## src/hw/dcil_consts.vh

```
// Constants for the drive command input logic
`ifndef DCIL_CONSTS_VH
`define DCIL_CONSTS_VH
// Clock rate
`define DCIL_CLK_HZ 10000000
// Response times
`define DCIL_SLOW_RESP_NS 1000000
`define DCIL_DIR_RESP_NS 100000
// Filter windows, half the response time, rounded down in cycles
`define DCIL_SLOW_FILT_CYC ((`DCIL_SLOW_RESP_NS / 2) / (1000000000 / `DCIL_CLK_HZ))
`define DCIL_DIR_FILT_CYC ((`DCIL_DIR_RESP_NS / 2) / (1000000000 / `DCIL_CLK_HZ))
// APB register offsets
`define DCIL_REG_CTRL 12'h000
`define DCIL_REG_STAT 12'h004
`define DCIL_REG_POS 12'h008
// Control fields
`define DCIL_CTRL_POL_EN 0
`define DCIL_CTRL_POL_CW 1
`define DCIL_CTRL_POL_CCW 2
`define DCIL_CTRL_POL_DIR 3
`define DCIL_CTRL_CW_ON 4
`define DCIL_CTRL_CCW_ON 5
`define DCIL_CTRL_SW_EN 6
`define DCIL_CTRL_NET_EN 7
`define DCIL_CTRL_POS_MODE 8
`define DCIL_CTRL_STEP_SRC 9
`define DCIL_CTRL_HALL_MODE 10
`define DCIL_CTRL_FAULT_SET 11
`define DCIL_CTRL_RESET 32'h0000_0030
// Status fields
`define DCIL_STAT_ENABLED 0
`define DCIL_STAT_FAULT 1
`define DCIL_STAT_CW_BLK 2
`define DCIL_STAT_CCW_BLK 3
`define DCIL_STAT_DIR 4
`define DCIL_STAT_HALL 5
`endif

```

## src/hw/dcil_top.v

```verilog
// Drive command input logic: conditioning, polarity, enable, limits, step/dir, feedback select
`timescale 1ns/1ps
`include "dcil_consts.vh"

// Notes on behaviour
// - Input is active while its isolator diode conducts; open circuit is inactive.
// - Each input has a stored polarity deciding whether active asserts its function; the code stores none for the step input.
// - Normal polarity: active enable input allows enabling, open circuit disables.
// - Deasserted enable function always disables the drive, whatever else is set.
// - Enabling completes only with no fault, software enable and network enable.
// - Inactive enable function clears all latched drive faults.
// - Asserted clockwise inhibit blocks clockwise motion only.
// - Clockwise inhibit has an on/off setting; off ignores the input.
// - Counter-clockwise inhibit mirrors clockwise with own setting and polarity.
// - Step/dir position mode: direction input without current means positive, clockwise.
// - Enable and inhibits act within 1 ms, direction within 100 us.
// - Feedback port runs serial device mode or Hall mode as attached.
// - Hall mode reads pulled-up phases U, V, W; serial negative line unused.
// - A step counts on diode current falling to none; rising does nothing.
// - Run output on only while powered, not faulted and enabled.
module dcil_top #(
  parameter SLOW_FILT = `DCIL_SLOW_FILT_CYC,
  parameter DIR_FILT = `DCIL_DIR_FILT_CYC,
  parameter POS_W = 32
) (
  input wire sys_clk,
  input wire resetn,
  input wire psel,
  input wire penable,
  input wire pwrite,
  input wire [11:0] paddr,
  input wire [31:0] pwdata,
  output reg [31:0] prdata,
  output reg pready,
  output reg pslverr,
  input wire drive_enable_input,
  input wire cw_limit_input,
  input wire ccw_limit_input,
  input wire step_direction_input,
  input wire fast_step_input,
  input wire power_good,
  input wire fault_event,
  input wire feedback_com_pos,
  input wire hall_phase_u,
  input wire hall_phase_v,
  input wire hall_phase_w,
  output reg drive_enabled,
  output reg cw_motion_block,
  output reg ccw_motion_block,
  output reg step_pulse,
  output reg step_dir_positive,
  output reg [2:0] hall_state,
  output reg serial_rx,
  output reg fault_indicator_output,
  output reg run_indicator_output
);

  // ******************************
  // Reset release
  // ******************************
  reg rst_s1_q;
  reg rst_n_q;

  // Two-stage reset release
  always @(posedge sys_clk or negedge resetn) begin
    if (!resetn) begin
      rst_s1_q <= 1'b0;
      rst_n_q <= 1'b0;
    end else begin
      rst_s1_q <= 1'b1;
      rst_n_q <= rst_s1_q;
    end
  end

  // ******************************
  // Input synchronisers
  // ******************************
  // Bit order: 0 enable, 1 cw, 2 ccw, 3 dir, 4 step, 5 com+/U, 6 V, 7 W
  reg [7:0] sync1_q;
  reg [7:0] sync2_q;
  wire [7:0] raw_in;
  assign raw_in = {hall_phase_w, hall_phase_v, feedback_com_pos, fast_step_input,
                   step_direction_input, ccw_limit_input, cw_limit_input, drive_enable_input};

  always @(posedge sys_clk or negedge rst_n_q) begin
    if (!rst_n_q) begin
      sync1_q <= 8'h00;
      sync2_q <= 8'h00;
    end else begin
      sync1_q <= raw_in;
      sync2_q <= sync1_q;
    end
  end

  // ******************************
  // Registers
  // ******************************
  reg [31:0] ctrl_q;
  reg [POS_W-1:0] pos_q;
  reg fault_q;
  wire [31:0] stat_w;

  // APB slave, zero wait states
  always @(posedge sys_clk or negedge rst_n_q) begin
    if (!rst_n_q) begin
      ctrl_q <= `DCIL_CTRL_RESET;
      prdata <= 32'h0000_0000;
      pready <= 1'b0;
      pslverr <= 1'b0;
    end else begin
      pready <= psel & ~penable;
      pslverr <= 1'b0;
      // Write lands at the access edge, where the master sees ready
      if (psel && penable && pready && pwrite && (paddr == `DCIL_REG_CTRL))
        ctrl_q <= {20'h0_0000, pwdata[11:0]};
      if (psel && !penable) begin
        prdata <= 32'h0000_0000;
        case (paddr)
          `DCIL_REG_CTRL: begin
            if (!pwrite)
              prdata <= ctrl_q;
          end
          `DCIL_REG_STAT: begin
            if (!pwrite)
              prdata <= stat_w;
          end
          `DCIL_REG_POS: begin
            if (!pwrite)
              prdata <= pos_q;
          end
          default: pslverr <= 1'b1;
        endcase
      end
    end
  end

  // ******************************
  // Input filters and polarity
  // ******************************
  // Filter counter width from the slow window
  function integer clog2f;
    input integer v;
    integer i;
    begin
      clog2f = 1;
      for (i = 0; (1 << i) < v; i = i + 1)
        clog2f = i + 1;
    end
  endfunction

  localparam CW_ = clog2f(SLOW_FILT + 1);

  // active means diode current; polarity flips the function
  function func_level;
    input phys;
    input invert;
    begin
      func_level = phys ^ invert;
    end
  endfunction

  reg [3:0] filt_q;
  reg [CW_-1:0] cnt0_q, cnt1_q, cnt2_q, cnt3_q;

  // debounce: a level must stay steady half the response time
  always @(posedge sys_clk or negedge rst_n_q) begin
    if (!rst_n_q) begin
      filt_q <= 4'h0;
      cnt0_q <= {CW_{1'b0}};
      cnt1_q <= {CW_{1'b0}};
      cnt2_q <= {CW_{1'b0}};
      cnt3_q <= {CW_{1'b0}};
    end else begin
      if (sync2_q[0] == filt_q[0])
        cnt0_q <= {CW_{1'b0}};
      else if (cnt0_q >= SLOW_FILT[CW_-1:0]) begin
        filt_q[0] <= sync2_q[0];
        cnt0_q <= {CW_{1'b0}};
      end else
        cnt0_q <= cnt0_q + 1'b1;
      if (sync2_q[1] == filt_q[1])
        cnt1_q <= {CW_{1'b0}};
      else if (cnt1_q >= SLOW_FILT[CW_-1:0]) begin
        filt_q[1] <= sync2_q[1];
        cnt1_q <= {CW_{1'b0}};
      end else
        cnt1_q <= cnt1_q + 1'b1;
      if (sync2_q[2] == filt_q[2])
        cnt2_q <= {CW_{1'b0}};
      else if (cnt2_q >= SLOW_FILT[CW_-1:0]) begin
        filt_q[2] <= sync2_q[2];
        cnt2_q <= {CW_{1'b0}};
      end else
        cnt2_q <= cnt2_q + 1'b1;
      if (sync2_q[3] == filt_q[3])
        cnt3_q <= {CW_{1'b0}};
      else if (cnt3_q >= DIR_FILT[CW_-1:0]) begin
        filt_q[3] <= sync2_q[3];
        cnt3_q <= {CW_{1'b0}};
      end else
        cnt3_q <= cnt3_q + 1'b1;
    end
  end

  wire en_func;
  wire cw_func;
  wire ccw_func;
  wire dir_func;
  assign en_func = func_level(filt_q[0], ctrl_q[`DCIL_CTRL_POL_EN]);
  // function switch gates the cw inhibit
  assign cw_func = func_level(filt_q[1], ctrl_q[`DCIL_CTRL_POL_CW]) & ctrl_q[`DCIL_CTRL_CW_ON];
  assign ccw_func = func_level(filt_q[2], ctrl_q[`DCIL_CTRL_POL_CCW]) &
                    ctrl_q[`DCIL_CTRL_CCW_ON];
  assign dir_func = ~func_level(filt_q[3], ctrl_q[`DCIL_CTRL_POL_DIR]);

  // ******************************
  // Enable and faults
  // ******************************
  wire enable_ok;
  // all enable sources and no fault
  assign enable_ok = en_func & ctrl_q[`DCIL_CTRL_SW_EN] & ctrl_q[`DCIL_CTRL_NET_EN] &
                     ~fault_q & power_good;

  // Fault latch and enable state
  always @(posedge sys_clk or negedge rst_n_q) begin
    if (!rst_n_q) begin
      fault_q <= 1'b0;
      drive_enabled <= 1'b0;
    end else begin
      // inactive enable clears faults; new fault wins
      if (fault_event || ctrl_q[`DCIL_CTRL_FAULT_SET])
        fault_q <= 1'b1;
      else if (!en_func)
        fault_q <= 1'b0;
      drive_enabled <= enable_ok & ~fault_event;
    end
  end

  // ******************************
  // Limits, step and direction
  // ******************************
  reg step_prev_q;
  wire step_mode;
  wire step_fall;
  wire dir_blocked;
  assign step_mode = ctrl_q[`DCIL_CTRL_POS_MODE] & ctrl_q[`DCIL_CTRL_STEP_SRC];
  // count on current to no current
  assign step_fall = step_prev_q & ~sync2_q[4];
  assign dir_blocked = dir_func ? cw_func : ccw_func;

  // Step counting and motion gating
  always @(posedge sys_clk or negedge rst_n_q) begin
    if (!rst_n_q) begin
      step_prev_q <= 1'b0;
      pos_q <= {POS_W{1'b0}};
      step_pulse <= 1'b0;
      step_dir_positive <= 1'b1;
      cw_motion_block <= 1'b0;
      ccw_motion_block <= 1'b0;
    end else begin
      step_prev_q <= sync2_q[4];
      // each inhibit blocks its own direction only, enable untouched
      cw_motion_block <= cw_func;
      ccw_motion_block <= ccw_func;
      step_dir_positive <= dir_func;
      step_pulse <= 1'b0;
      if (step_mode && drive_enabled && step_fall && !dir_blocked) begin
        step_pulse <= 1'b1;
        if (dir_func)
          pos_q <= pos_q + 1'b1;
        else
          pos_q <= pos_q - 1'b1;
      end
    end
  end

  // ******************************
  // Feedback port and indicators
  // ******************************
  // Hall or serial mode on shared pins
  always @(posedge sys_clk or negedge rst_n_q) begin
    if (!rst_n_q) begin
      hall_state <= 3'b111;
      serial_rx <= 1'b1;
      fault_indicator_output <= 1'b0;
      run_indicator_output <= 1'b0;
    end else begin
      if (ctrl_q[`DCIL_CTRL_HALL_MODE]) begin
        hall_state <= sync2_q[7:5];
        serial_rx <= 1'b1;
      end else begin
        hall_state <= 3'b111;
        serial_rx <= sync2_q[5];
      end
      fault_indicator_output <= power_good & ~fault_q;
      // run only when powered, healthy, enabled
      run_indicator_output <= power_good & ~fault_q & drive_enabled;
    end
  end

  assign stat_w = {26'h000_0000, ctrl_q[`DCIL_CTRL_HALL_MODE], step_dir_positive,
                   ccw_motion_block, cw_motion_block, fault_q, drive_enabled};

endmodule

```

## config.mk

```make
export PLATFORM = sky130hd
export DESIGN_NAME = dcil_top
export DESIGN_NICKNAME = d
export VERILOG_FILES = /design/src/hw/dcil_top.v
export VERILOG_INCLUDE_DIRS = /design/src /design/src/hw
export SDC_FILE = /design/constraint.sdc
export NUM_CORES = 1
export LEC_CHECK = 0
export BUFFER_PORTS_ARGS = -buffer_cell sky130_fd_sc_hd__buf_2
export CAP_MARGIN = 20
export CORE_MARGIN = 3
export CORE_UTILIZATION = 35
export CTS_CLUSTER_SIZE = 12
export DETAILED_ROUTE_END_ITERATION = 12
export SYNTH_ARGS = -nofsm -noshare
export SYNTH_HDL_FRONTEND = slang
export SYNTH_SLANG_ARGS = --single-unit
```

## constraint.sdc

```tcl
create_clock -name sys_clk -period 15 [get_ports sys_clk]
set_clock_uncertainty 0.05 [all_clocks]
set_input_delay 2.25 -clock sys_clk [delete_from_list [all_inputs] [get_ports sys_clk]]
set_output_delay 2.25 -clock sys_clk [all_outputs]
set_load 0.05 [all_outputs]
```

==> metrics.yaml, run 1 <==
floorplan:
  die_h_um: 158
  initial_core_util: 0.363
  num_rows: 54
  num_io_pins: 105
  die-width_um: 158
  fp.coreArea_mm2: 0.0222
  die_area_mm2: 0.0249
place:
  preCtsSetupSlack_ns: 10.75
  portBuffers: 83
  finalWeightedCongestion: 0.812
  postPlaceCellArea_mm2: 0.00876
  hpwlAfterDp_um: 11800
timing:
  setup_tns_ns: 0
  min_period_ns: 3.87
  hold_viol_final: 0
  worst_slew_pin_slew_ns: 0.896
  setup_ws_ns: 11.13
  slew_violations: 0
  finalSetupViolCount: 0
  max_freq_ghz: 0.258
  timing.slew.headroom: 0.402
  rsz0062_at_grt: "false"
  layout_worst_path_cycle_share: 0.258
clocking:
  cts.sinks: 165
  cts_tree: "done"
  clk_latency_ns: 0.43
  cts-buffers-inserted: 17
  clock-root-buffer: "clkbuf_16"
  cts_resized: 0
  cts_setup_buffers: 0
  clockBufferDepth: 2
  clk_pin_slew_ns: 0.07
  ctsHoldBuffers: 0
  htreeDepth: 4
detailed_routing:
  dr.pass1.iters: 4
  antenna_left: 0
  wirelength_um: 16900
  vias: 5671
  drt_iter0_drc: 433
  drc: 0
  vias_per_cell: 4.96
  wl_per_cell_um: 14.8
grt:
  met2_usage: 0.228
  grt_pass1_wl_um: 28800
  grt_busiest_layer: "met2"
  grt_max_degree: 75
  grt_pass1_vias: 5747
  grt_overflow: 0
  gr-usage-all-layers: 0.144
  antenna_found_initial: 0
  gr-usage-met1: 0.201
  met3_usage: 0.0312
critical_path:
  crit_slowest_cell: "inv_2"
  crit_fanout: 34
  crit_arrival_ns: 4.18
  r2r_setup_slack_ns: 11.13
  cp_common_cell: "a21o_1"
  cpLargestDelayFamily: "compound AO/OA/AOI/OAI gates"
  crit_type: "flop to flop"
  crit_required_ns: 15.31
  critPathBufInv: 2
  end_kind: "flop"
  slowest_delay_ns: 0.50
  start_kind: "flop"
  reg2reg_to: "pos_q[28]"
  worst-r2r-cell-count: 13
  path_cells: "xnor2_1, buf_4, inv_2, ha_1, a21o_1, a21o_1, a2111oi_4, nand3_1, a311oi_2, o21bai_2, a21o_1, a2111oi_2, a311o_1"
  worst_r2r_startpoint: "filt_q[3]"
yosys:
  yosysSeqAreaShare: 0.512
  ys_seq_elements: 165
  yosysWarnings: 0
  synth_cells: 768
  synth_top_area_cell: "dfrtp_1"
  synth_edf_count: 0
  async_reset_ff_frac: 1.00
  avgSynthCellArea_um2: 10.5
  synth_top_area_share: 0.489
  synth_area_leaders: "dfrtp_1 (49%), ha_1 (6.3%), xor2_1 (4.2%)"
  netlist_area_mm2: 0.00808
  synth.distinct_cells: 62
  ys.flop_type: "dfrtp_1"
run_status:
  status: "finished, final reports clean"
pwr:
  power_density_mw_per_mm2: 101
  leakagePower_nw: 4.52
  ir_drop_uv: 52.8
finish:
  final_area_mm2: 0.00934
  drive_gt1_frac: 0.180
  n_antenna_cell: 0
  finalNetCount: 952
  final_cell_mix: "dfrtp_1 (157), buf_2 (83), nand2_1 (76), nor2_1 (73), o21ai_0 (46)"
  area_growth_pct: 15.6
  fill_cells: 2132
  final_common_cell: "dfrtp_1"
min_path:
  min-delay-path-class: "flop to async pin"
run:
  cap_violations: 0
cell usage after synthesis, types with 7 or more instances:
library cell	n
nand2_1	76
o21ai_0	46
xnor2_1	33
xor2_1	39
nor3_1	8
clkbuf_1	21
a21o_1	11
nand3_1	25
mux2i_1	12
mux2_2	16
nor2_1	73
inv_1	22
nand2b_1	7
and3_1	11
ha_1	41
a22o_1	26
nand4_1	8
o21ai_1	13
dfrtp_1	158
dfstp_2	7
a21oi_1	35
per-layer routing:
metal  vias up  routed length (um)  share of wire
li1       2861                   -              -
met1      2723                8370           0.49
met2        75                7720           0.46
met3        12                 660          0.039
met4         0                 176          0.010
met5         -                   0              0
registers in the layout (all words and copies together) (netlist names), 3 cells and up:
| name | cells |
|---|---|
| prdata | 32 |
| ctrl_q | 12 |
| cnt0_q | 13 |
| cnt3_q | 13 |
| sync2_q | 8 |
| sync1_q | 8 |
| cnt2_q | 13 |
| filt_q | 4 |
| cnt1_q | 13 |
| hall_state | 3 |
| pos_q | 32 |
worst max path at each step:
stage                     slack, ns               end  cells past startpoint  startpoint
final                         11.13         pos_q[28]                     13   filt_q[3]
after global placement        10.75         ctrl_q[8]                      6    paddr[5]
after global routing          10.77         pos_q[31]                     12   filt_q[3]
after detailed placement      10.75         ctrl_q[3]                      6    paddr[5]
after floorplan               10.02  ccw_motion_block                      0     rst_n_q
after CTS                     11.07         pos_q[31]                     12   filt_q[3]
final cells by class:
type                            instances  area, um^2  share of cell area
Inverter                               23        86.3             0.00924
Multi-Input combinational cell        555        3730               0.399
Clock buffer                           21         470              0.0504
Timing Repair Buffer                   88         453              0.0485
Tap cell                              280         350              0.0375
Sequential cell                       165        4140               0.443
Clock inverter                         11         113              0.0121
metrics by stage:
step | instances | total power [mW] | hold WS, ns | utilization
final | 1143 | 0.941 | 0.272 | 0.420
after detailed placement | 1111 | 0.517 | 0.285 | 0.394
after global placement | 1111 | 0.516 | 0.283 | 0.394
after floorplan | 771 | 0.501 | 0.281 | -
after CTS | 1143 | 0.953 | 0.293 | 0.420
after global routing | 1143 | 0.979 | 0.306 | 0.420
cell families after synthesis:
kind of cell | Yosys count | share of synthesized area
adder cells (fa/ha/maj) | 42 | 0.0660
AO/OA/AOI/OAI | 173 | 0.144
AND/OR/NAND/NOR | 235 | 0.134
other | 2 | 0.000930
XOR/XNOR | 72 | 0.0781
buffers and inverters | 51 | 0.0277
multiplexers | 28 | 0.0372
flip-flops | 165 | 0.512
power breakdown:
part	switching (mW)	internal, mW
Clock	0.187	0.246
Sequential	0.00581	0.451
Combinational	0.0336	0.0168
Total	0.227	0.714
No activity file was read; power rests on OpenSTA's default activity.
==> run 2: changes to the inputs <==
==> constraint.sdc (replaced) <==
create_clock -name sys_clk -period 3.1 [get_ports sys_clk]
set_clock_uncertainty 0.05 [all_clocks]
set_input_delay 0.465 -clock sys_clk [delete_from_list [all_inputs] [get_ports sys_clk]]
set_output_delay 0.465 -clock sys_clk [all_outputs]
set_load 0.05 [all_outputs]
==> run 2 against run 1 <==
Compared with the run above:
- the run now ends with setup timing left
- combinational power grew to 6.2 times the previous value
- routed wire length grew 7.5%
- worst setup slack lost 11 ns
- largest power group unchanged
- sequential share of layout area shrank 3.1 points
- non-clock buffer count grew 44
- sequential power grew to 4.8 times the previous value
- hold slack lost 0.18 ns
- count of clock-buffer cells in the layout shrank 2
- critical endpoint unchanged
==> metrics.yaml, run 2 (same netlist as run 1, synthesis figures left out) <==
clocking:
  clockBufferDepth: 2
  cts_tree: "done"
  clk_latency_ns: 0.42
  cts.sinks: 165
  cts-buffers-inserted: 17
  clock-root-buffer: "clkbuf_16"
  clk_pin_slew_ns: 0.07
  htreeDepth: 4
finish:
  final_cell_mix: "dfrtp_1 (156), buf_2 (83), nand2_1 (76), nor2_1 (73), o21ai_0 (46)"
  n_antenna_cell: 0
  finalNetCount: 998
  largestRegisters: "pos_q x32, prdata x32"
  drive_gt1_frac: 0.263
  area_growth_pct: 24.3
  final_common_cell: "dfrtp_1"
timing:
  whs_ns: 0.0945
  rsz0062_at_grt: "true"
  max_freq_ghz: 0.318
  slew_violations: 0
  layout_worst_path_cycle_share: 1.02
  setup_ws_ns: -0.0492
  finalSetupViolCount: 1
  min_period_ns: 3.15
  hold_viol_final: 0
detailed_routing:
  wirelength_um: 18200
  dr.pass1.iters: 4
  drc: 0
  antenna_left: 0
  drt_iter0_drc: 342
  vias_per_cell: 5.00
  wl_per_cell_um: 15.3
  vias: 5945
floorplan:
  num_io_pins: 105
  fp.coreArea_mm2: 0.0222
  die_h_um: 158
  die-width_um: 158
  die_area_mm2: 0.0249
  initial_core_util: 0.363
  num_rows: 54
grt:
  grt_overflow: 0
  grt_pass1_vias: 5792
  grt_pass1_wl_um: 29300
  gr-usage-all-layers: 0.147
  antenna_found_initial: 0
  grt_max_degree: 72
critical_path:
  cp_common_cell: "a21o_1"
  end_kind: "flop"
  cpLargestDelayFamily: "compound AO/OA/AOI/OAI gates"
  crit_type: "flop to flop"
  crit_slowest_cell: "dfrtp_2"
  crit_fanout: 6
  start_kind: "flop"
  slowest_delay_ns: 0.45
  critPathBufInv: 2
  crit_required_ns: 3.40
  crit_arrival_ns: 3.45
  path_cells: "xnor2_4, buf_6, inv_8, ha_4, a21o_1, a21o_1, a2111oi_4, nand3_1, a311oi_2, o21bai_2, a21o_1, a2111oi_4, a311o_1"
place:
  finalWeightedCongestion: 0.844
  portBuffers: 83
  hpwlAfterDp_um: 12600
  preCtsSetupSlack_ns: 0.00124
pwr:
  total_power_mw: 4.61
  leakagePower_nw: 4.75
  ir_drop_uv: 433
  power_density_mw_per_mm2: 459
min_path:
  min-delay-path-class: "input port to flop"
run_status:
  status: "finished, violations left"
  violations: "setup timing"
run:
  cap_violations: 0
## run 2: cell count changes in the layout (fill, tap and decap cells not counted), moves of 3 or more
| cell | before | now |
|---|---|---|
| a21oi_1 | 35 | 28 |
| a21oi_2 | 1 | 6 |
| buf_12 | 0 | 3 |
| buf_4 | 5 | 44 |
| ha_1 | 41 | 22 |
| ha_2 | 0 | 7 |
| ha_4 | 0 | 12 |
## run 2: path summary, 6_finish.rpt
check,endpoint,startpoint,cells past startpoint,slack (ns)
worst max register to register,pos_q[28],filt_q[3],13,-0.05
worst max-delay path,pos_q[28],filt_q[3],13,-0.05
worst min register to register,cnt2_q[4],rst_n_q,0,0.21
min in group asynchronous,cnt2_q[4],rst_n_q,0,0.21
max in group asynchronous,ctrl_q[5],rst_n_q,1,2.05
worst min-delay path,sync1_q[5],feedback_com_pos,1,0.09
## run 2: metrics by stage
| stage | utilization | area, um^2 | TNS [ns] | std cells |
|---|---|---|---|---|
| after global routing | 0.452 | 10000 | -0.620 | 1189 |
| after floorplan | - | 8130 | 0 | 771 |
| after detailed placement | 0.408 | 9080 | 0 | 1145 |
| final | 0.452 | 10000 | -0.0492 | 1189 |
| after CTS | 0.436 | 9690 | -0.00533 | 1178 |
| after global placement | 0.408 | 9080 | 0 | 1145 |
## run 2: where the power goes
| group | internal (mW) | total, mW | switching (mW) | leakage (nW) |
|---|---|---|---|---|
| combinational | 0.126 | 0.313 | 0.187 | 2.25 |
| sequential | 2.18 | 2.21 | 0.0271 | 2.21 |
| clock | 1.16 | 2.08 | 0.927 | 0.288 |
| total | 3.47 | 4.61 | 1.14 | 4.75 |
## run 2: what timing repair did
item                                   4_1_cts  5_1_grt
cloned                                       0        2
hold buffers                                 1        0
endpoints found under the hold margin        2        0
setup endpoints to repair                    2        8
setup buffers                                0        9
resized for setup                            5       39
pin swaps                                    0       24
## run 2: layout make-up
cell class / instances / area, um^2
fillers: 2076 / 12200
multi-input cells: 555 / 4030
well taps: 280 / 350
repair buffers: 132 / 827
clock buffers: 19 / 443
inverters: 23 / 93.8
clock inverters: 13 / 138
repair inverters: 2 / 15.0
flip-flops and latches: 165 / 4140
## run 2: worst register-to-register path, delay by kind of cell (launching register included)
kind | cells | cell delay (ns)
AOI/OAI and AO/OA | 8 | 1.80
buffers and inverters | 2 | 0.20
DFF | 1 | 0.45
adders and majority gates | 1 | 0.23
and+or+nand+nor | 1 | 0.14
xor gates and xnor gates | 1 | 0.22
## run 2: per-layer routing
layer,vias up,GRT usage,wire length [um]
met4,0,0.0369,216
met1,2890,0.203,8860
li1,2959,-,-
met3,16,0.0298,556
met2,80,0.237,8570
met5,-,0,0
==> run 3: changes to the inputs <==
--- a/config.mk
+++ b/config.mk
@@ -8,10 +8,14 @@
 export LEC_CHECK = 0
 export BUFFER_PORTS_ARGS = -buffer_cell sky130_fd_sc_hd__buf_2
 export CAP_MARGIN = 20
+export CELL_PAD_IN_SITES_DETAIL_PLACEMENT = 1
+export CELL_PAD_IN_SITES_GLOBAL_PLACEMENT = 2
 export CORE_MARGIN = 3
-export CORE_UTILIZATION = 35
+export CORE_UTILIZATION = 34
 export CTS_CLUSTER_SIZE = 12
 export DETAILED_ROUTE_END_ITERATION = 12
+export MAX_ROUTING_LAYER = met4
+export PLACE_DENSITY_LB_ADDON = 0.1
 export SYNTH_ARGS = -nofsm -noshare
 export SYNTH_HDL_FRONTEND = slang
 export SYNTH_SLANG_ARGS = --single-unit
==> run 3 against run 2 <==
Compared with the run above:
- the run still ends with setup timing left
- critical path depth unchanged
- non-clock buffer count grew 12
- sequential share of layout area is 0.69 points lower
- via count grew 3.7%
- combinational power is 4% higher
- critical path type unchanged
==> metrics.yaml, run 3 (same netlist as run 1, synthesis figures left out) <==
run_status:
  status: "finished, violations left"
  violations: "setup timing"
timing:
  max_freq_ghz: 0.320
  min_period_ns: 3.13
  layout_worst_path_cycle_share: 1.01
  setup_tns_ns: -0.0258
  worst_slew_pin_slew_ns: 0.632
  rsz0062_at_grt: "true"
  finalSetupViolCount: 1
  slew_violations: 0
  timing.slew.headroom: 0.579
  setup_ws_ns: -0.0258
  hold_viol_final: 0
grt:
  gr-usage-all-layers: 0.178
  grt_pass1_wl_um: 35900
  antenna_found_initial: 0
  grt_max_degree: 57
  grt_pass1_vias: 6761
  grt_overflow: 0
finish:
  drive_gt1_frac: 0.281
  final_common_cell: "dfrtp_1"
  final_cell_mix: "dfrtp_1 (155), buf_2 (83), nand2_1 (76), nor2_1 (73), buf_4 (58)"
  stdcell_count: 1234
  finalNetCount: 1010
  area_growth_pct: 26.4
  fill_cells: 2555
  n_antenna_cell: 0
  largestRegisters: "pos_q x32, prdata x32"
clocking:
  cts-buffers-inserted: 17
  clock-root-buffer: "clkbuf_16"
  clk_pin_slew_ns: 0.07
  clockBufferDepth: 2
  clk_latency_ns: 0.42
  cts.sinks: 165
  htreeDepth: 4
  cts_tree: "done"
detailed_routing:
  vias: 6162
  vias_per_cell: 4.99
  antenna_left: 0
  dr.pass1.iters: 7
  wl_per_cell_um: 17.4
  drt_iter0_drc: 241
  drc: 0
  wirelength_um: 21500
critical_path:
  critPathBufInv: 2
  crit_type: "flop to flop"
  start_kind: "flop"
  crit_arrival_ns: 3.44
  cpLargestDelayFamily: "compound AO/OA/AOI/OAI gates"
  crit_required_ns: 3.41
  crit_fanout: 6
  crit_slowest_cell: "dfrtp_2"
  path_cells: "xnor2_4, buf_12, inv_8, ha_4, a21o_1, a21o_1, a2111oi_4, nand3_2, a311oi_2, o21bai_2, a21o_1, a2111oi_4, a311o_1"
  slowest_delay_ns: 0.44
  cp_common_cell: "a21o_1"
  end_kind: "flop"
floorplan:
  initial_core_util: 0.351
  num_io_pins: 105
  die_h_um: 160
  fp.coreArea_mm2: 0.0230
  die-width_um: 160
  num_rows: 55
  die_area_mm2: 0.0256
place:
  preCtsSetupSlack_ns: -0.109
  hpwlAfterDp_um: 15500
  finalWeightedCongestion: 0.887
  portBuffers: 83
  dp.cells: 1189
min_path:
  min-delay-path-class: "input port to flop"
pwr:
  leakagePower_nw: 4.82
  power_density_mw_per_mm2: 455
  ir_drop_uv: 279
run:
  cap_violations: 0
## run 3: what timing repair did
| item | 4_1_cts | 5_1_grt |
|---|---|---|
| setup endpoints to repair | 7 | 12 |
| resized for setup | 23 | 34 |
| endpoints found under the hold margin | 2 | 0 |
| setup buffers | 7 | 4 |
| cloned | 2 | 0 |
| pin swaps | 22 | 27 |
| hold buffers | 1 | 0 |
## run 3: per-stage QoR
step / power [mW] / util / area [um^2] / hold WS, ns
after detailed placement: 2.55 / 0.400 / 9190 / 0.204
after global placement: 2.54 / 0.400 / 9190 / 0.200
final: 4.64 / 0.444 / 10200 / 0.0917
after floorplan: 2.43 / - / 8130 / 0.119
after global routing: 4.85 / 0.444 / 10200 / 0.0708
after CTS: 4.69 / 0.434 / 9970 / 0.0697
## run 3: path summary, 6_finish.rpt
kind / start / to / slack (ns) / depth (start not counted)
min reg2reg: sync1_q[0] / sync2_q[0] / 0.30 / 0
min in group asynchronous: rst_n_q / sync1_q[4] / 0.31 / 0
max: filt_q[3] / pos_q[28] / -0.03 / 13
min: step_direction_input / sync1_q[3] / 0.09 / 1
max in group asynchronous: rst_n_q / sync1_q[2] / 1.74 / 2
max reg2reg: filt_q[3] / pos_q[28] / -0.03 / 13
## run 3: layout make-up
class | count | area [um^2] | area share
flip-flops and latches | 165 | 4140 | 0.406
multi-input cells | 555 | 4090 | 0.400
repair buffers | 144 | 901 | 0.0882
clock buffers | 20 | 457 | 0.0447
well taps | 313 | 392 | 0.0383
clock inverters | 12 | 119 | 0.0116
inverters | 23 | 93.8 | 0.00919
repair inverters | 2 | 17.5 | 0.00172
## run 3: per-layer routing
layer  part of all wire  GRT usage  up-vias
met5                  0          -        -
met3              0.026     0.0324       22
met2               0.50      0.297       89
met4              0.010     0.0430        0
met1               0.46      0.225     3081
li1                   -          -     2970
## run 3: power by group
group	total, mW	switching (mW)	internal, mW
Sequential	2.22	0.0319	2.18
Clock	2.10	0.933	1.17
Combinational	0.326	0.196	0.130
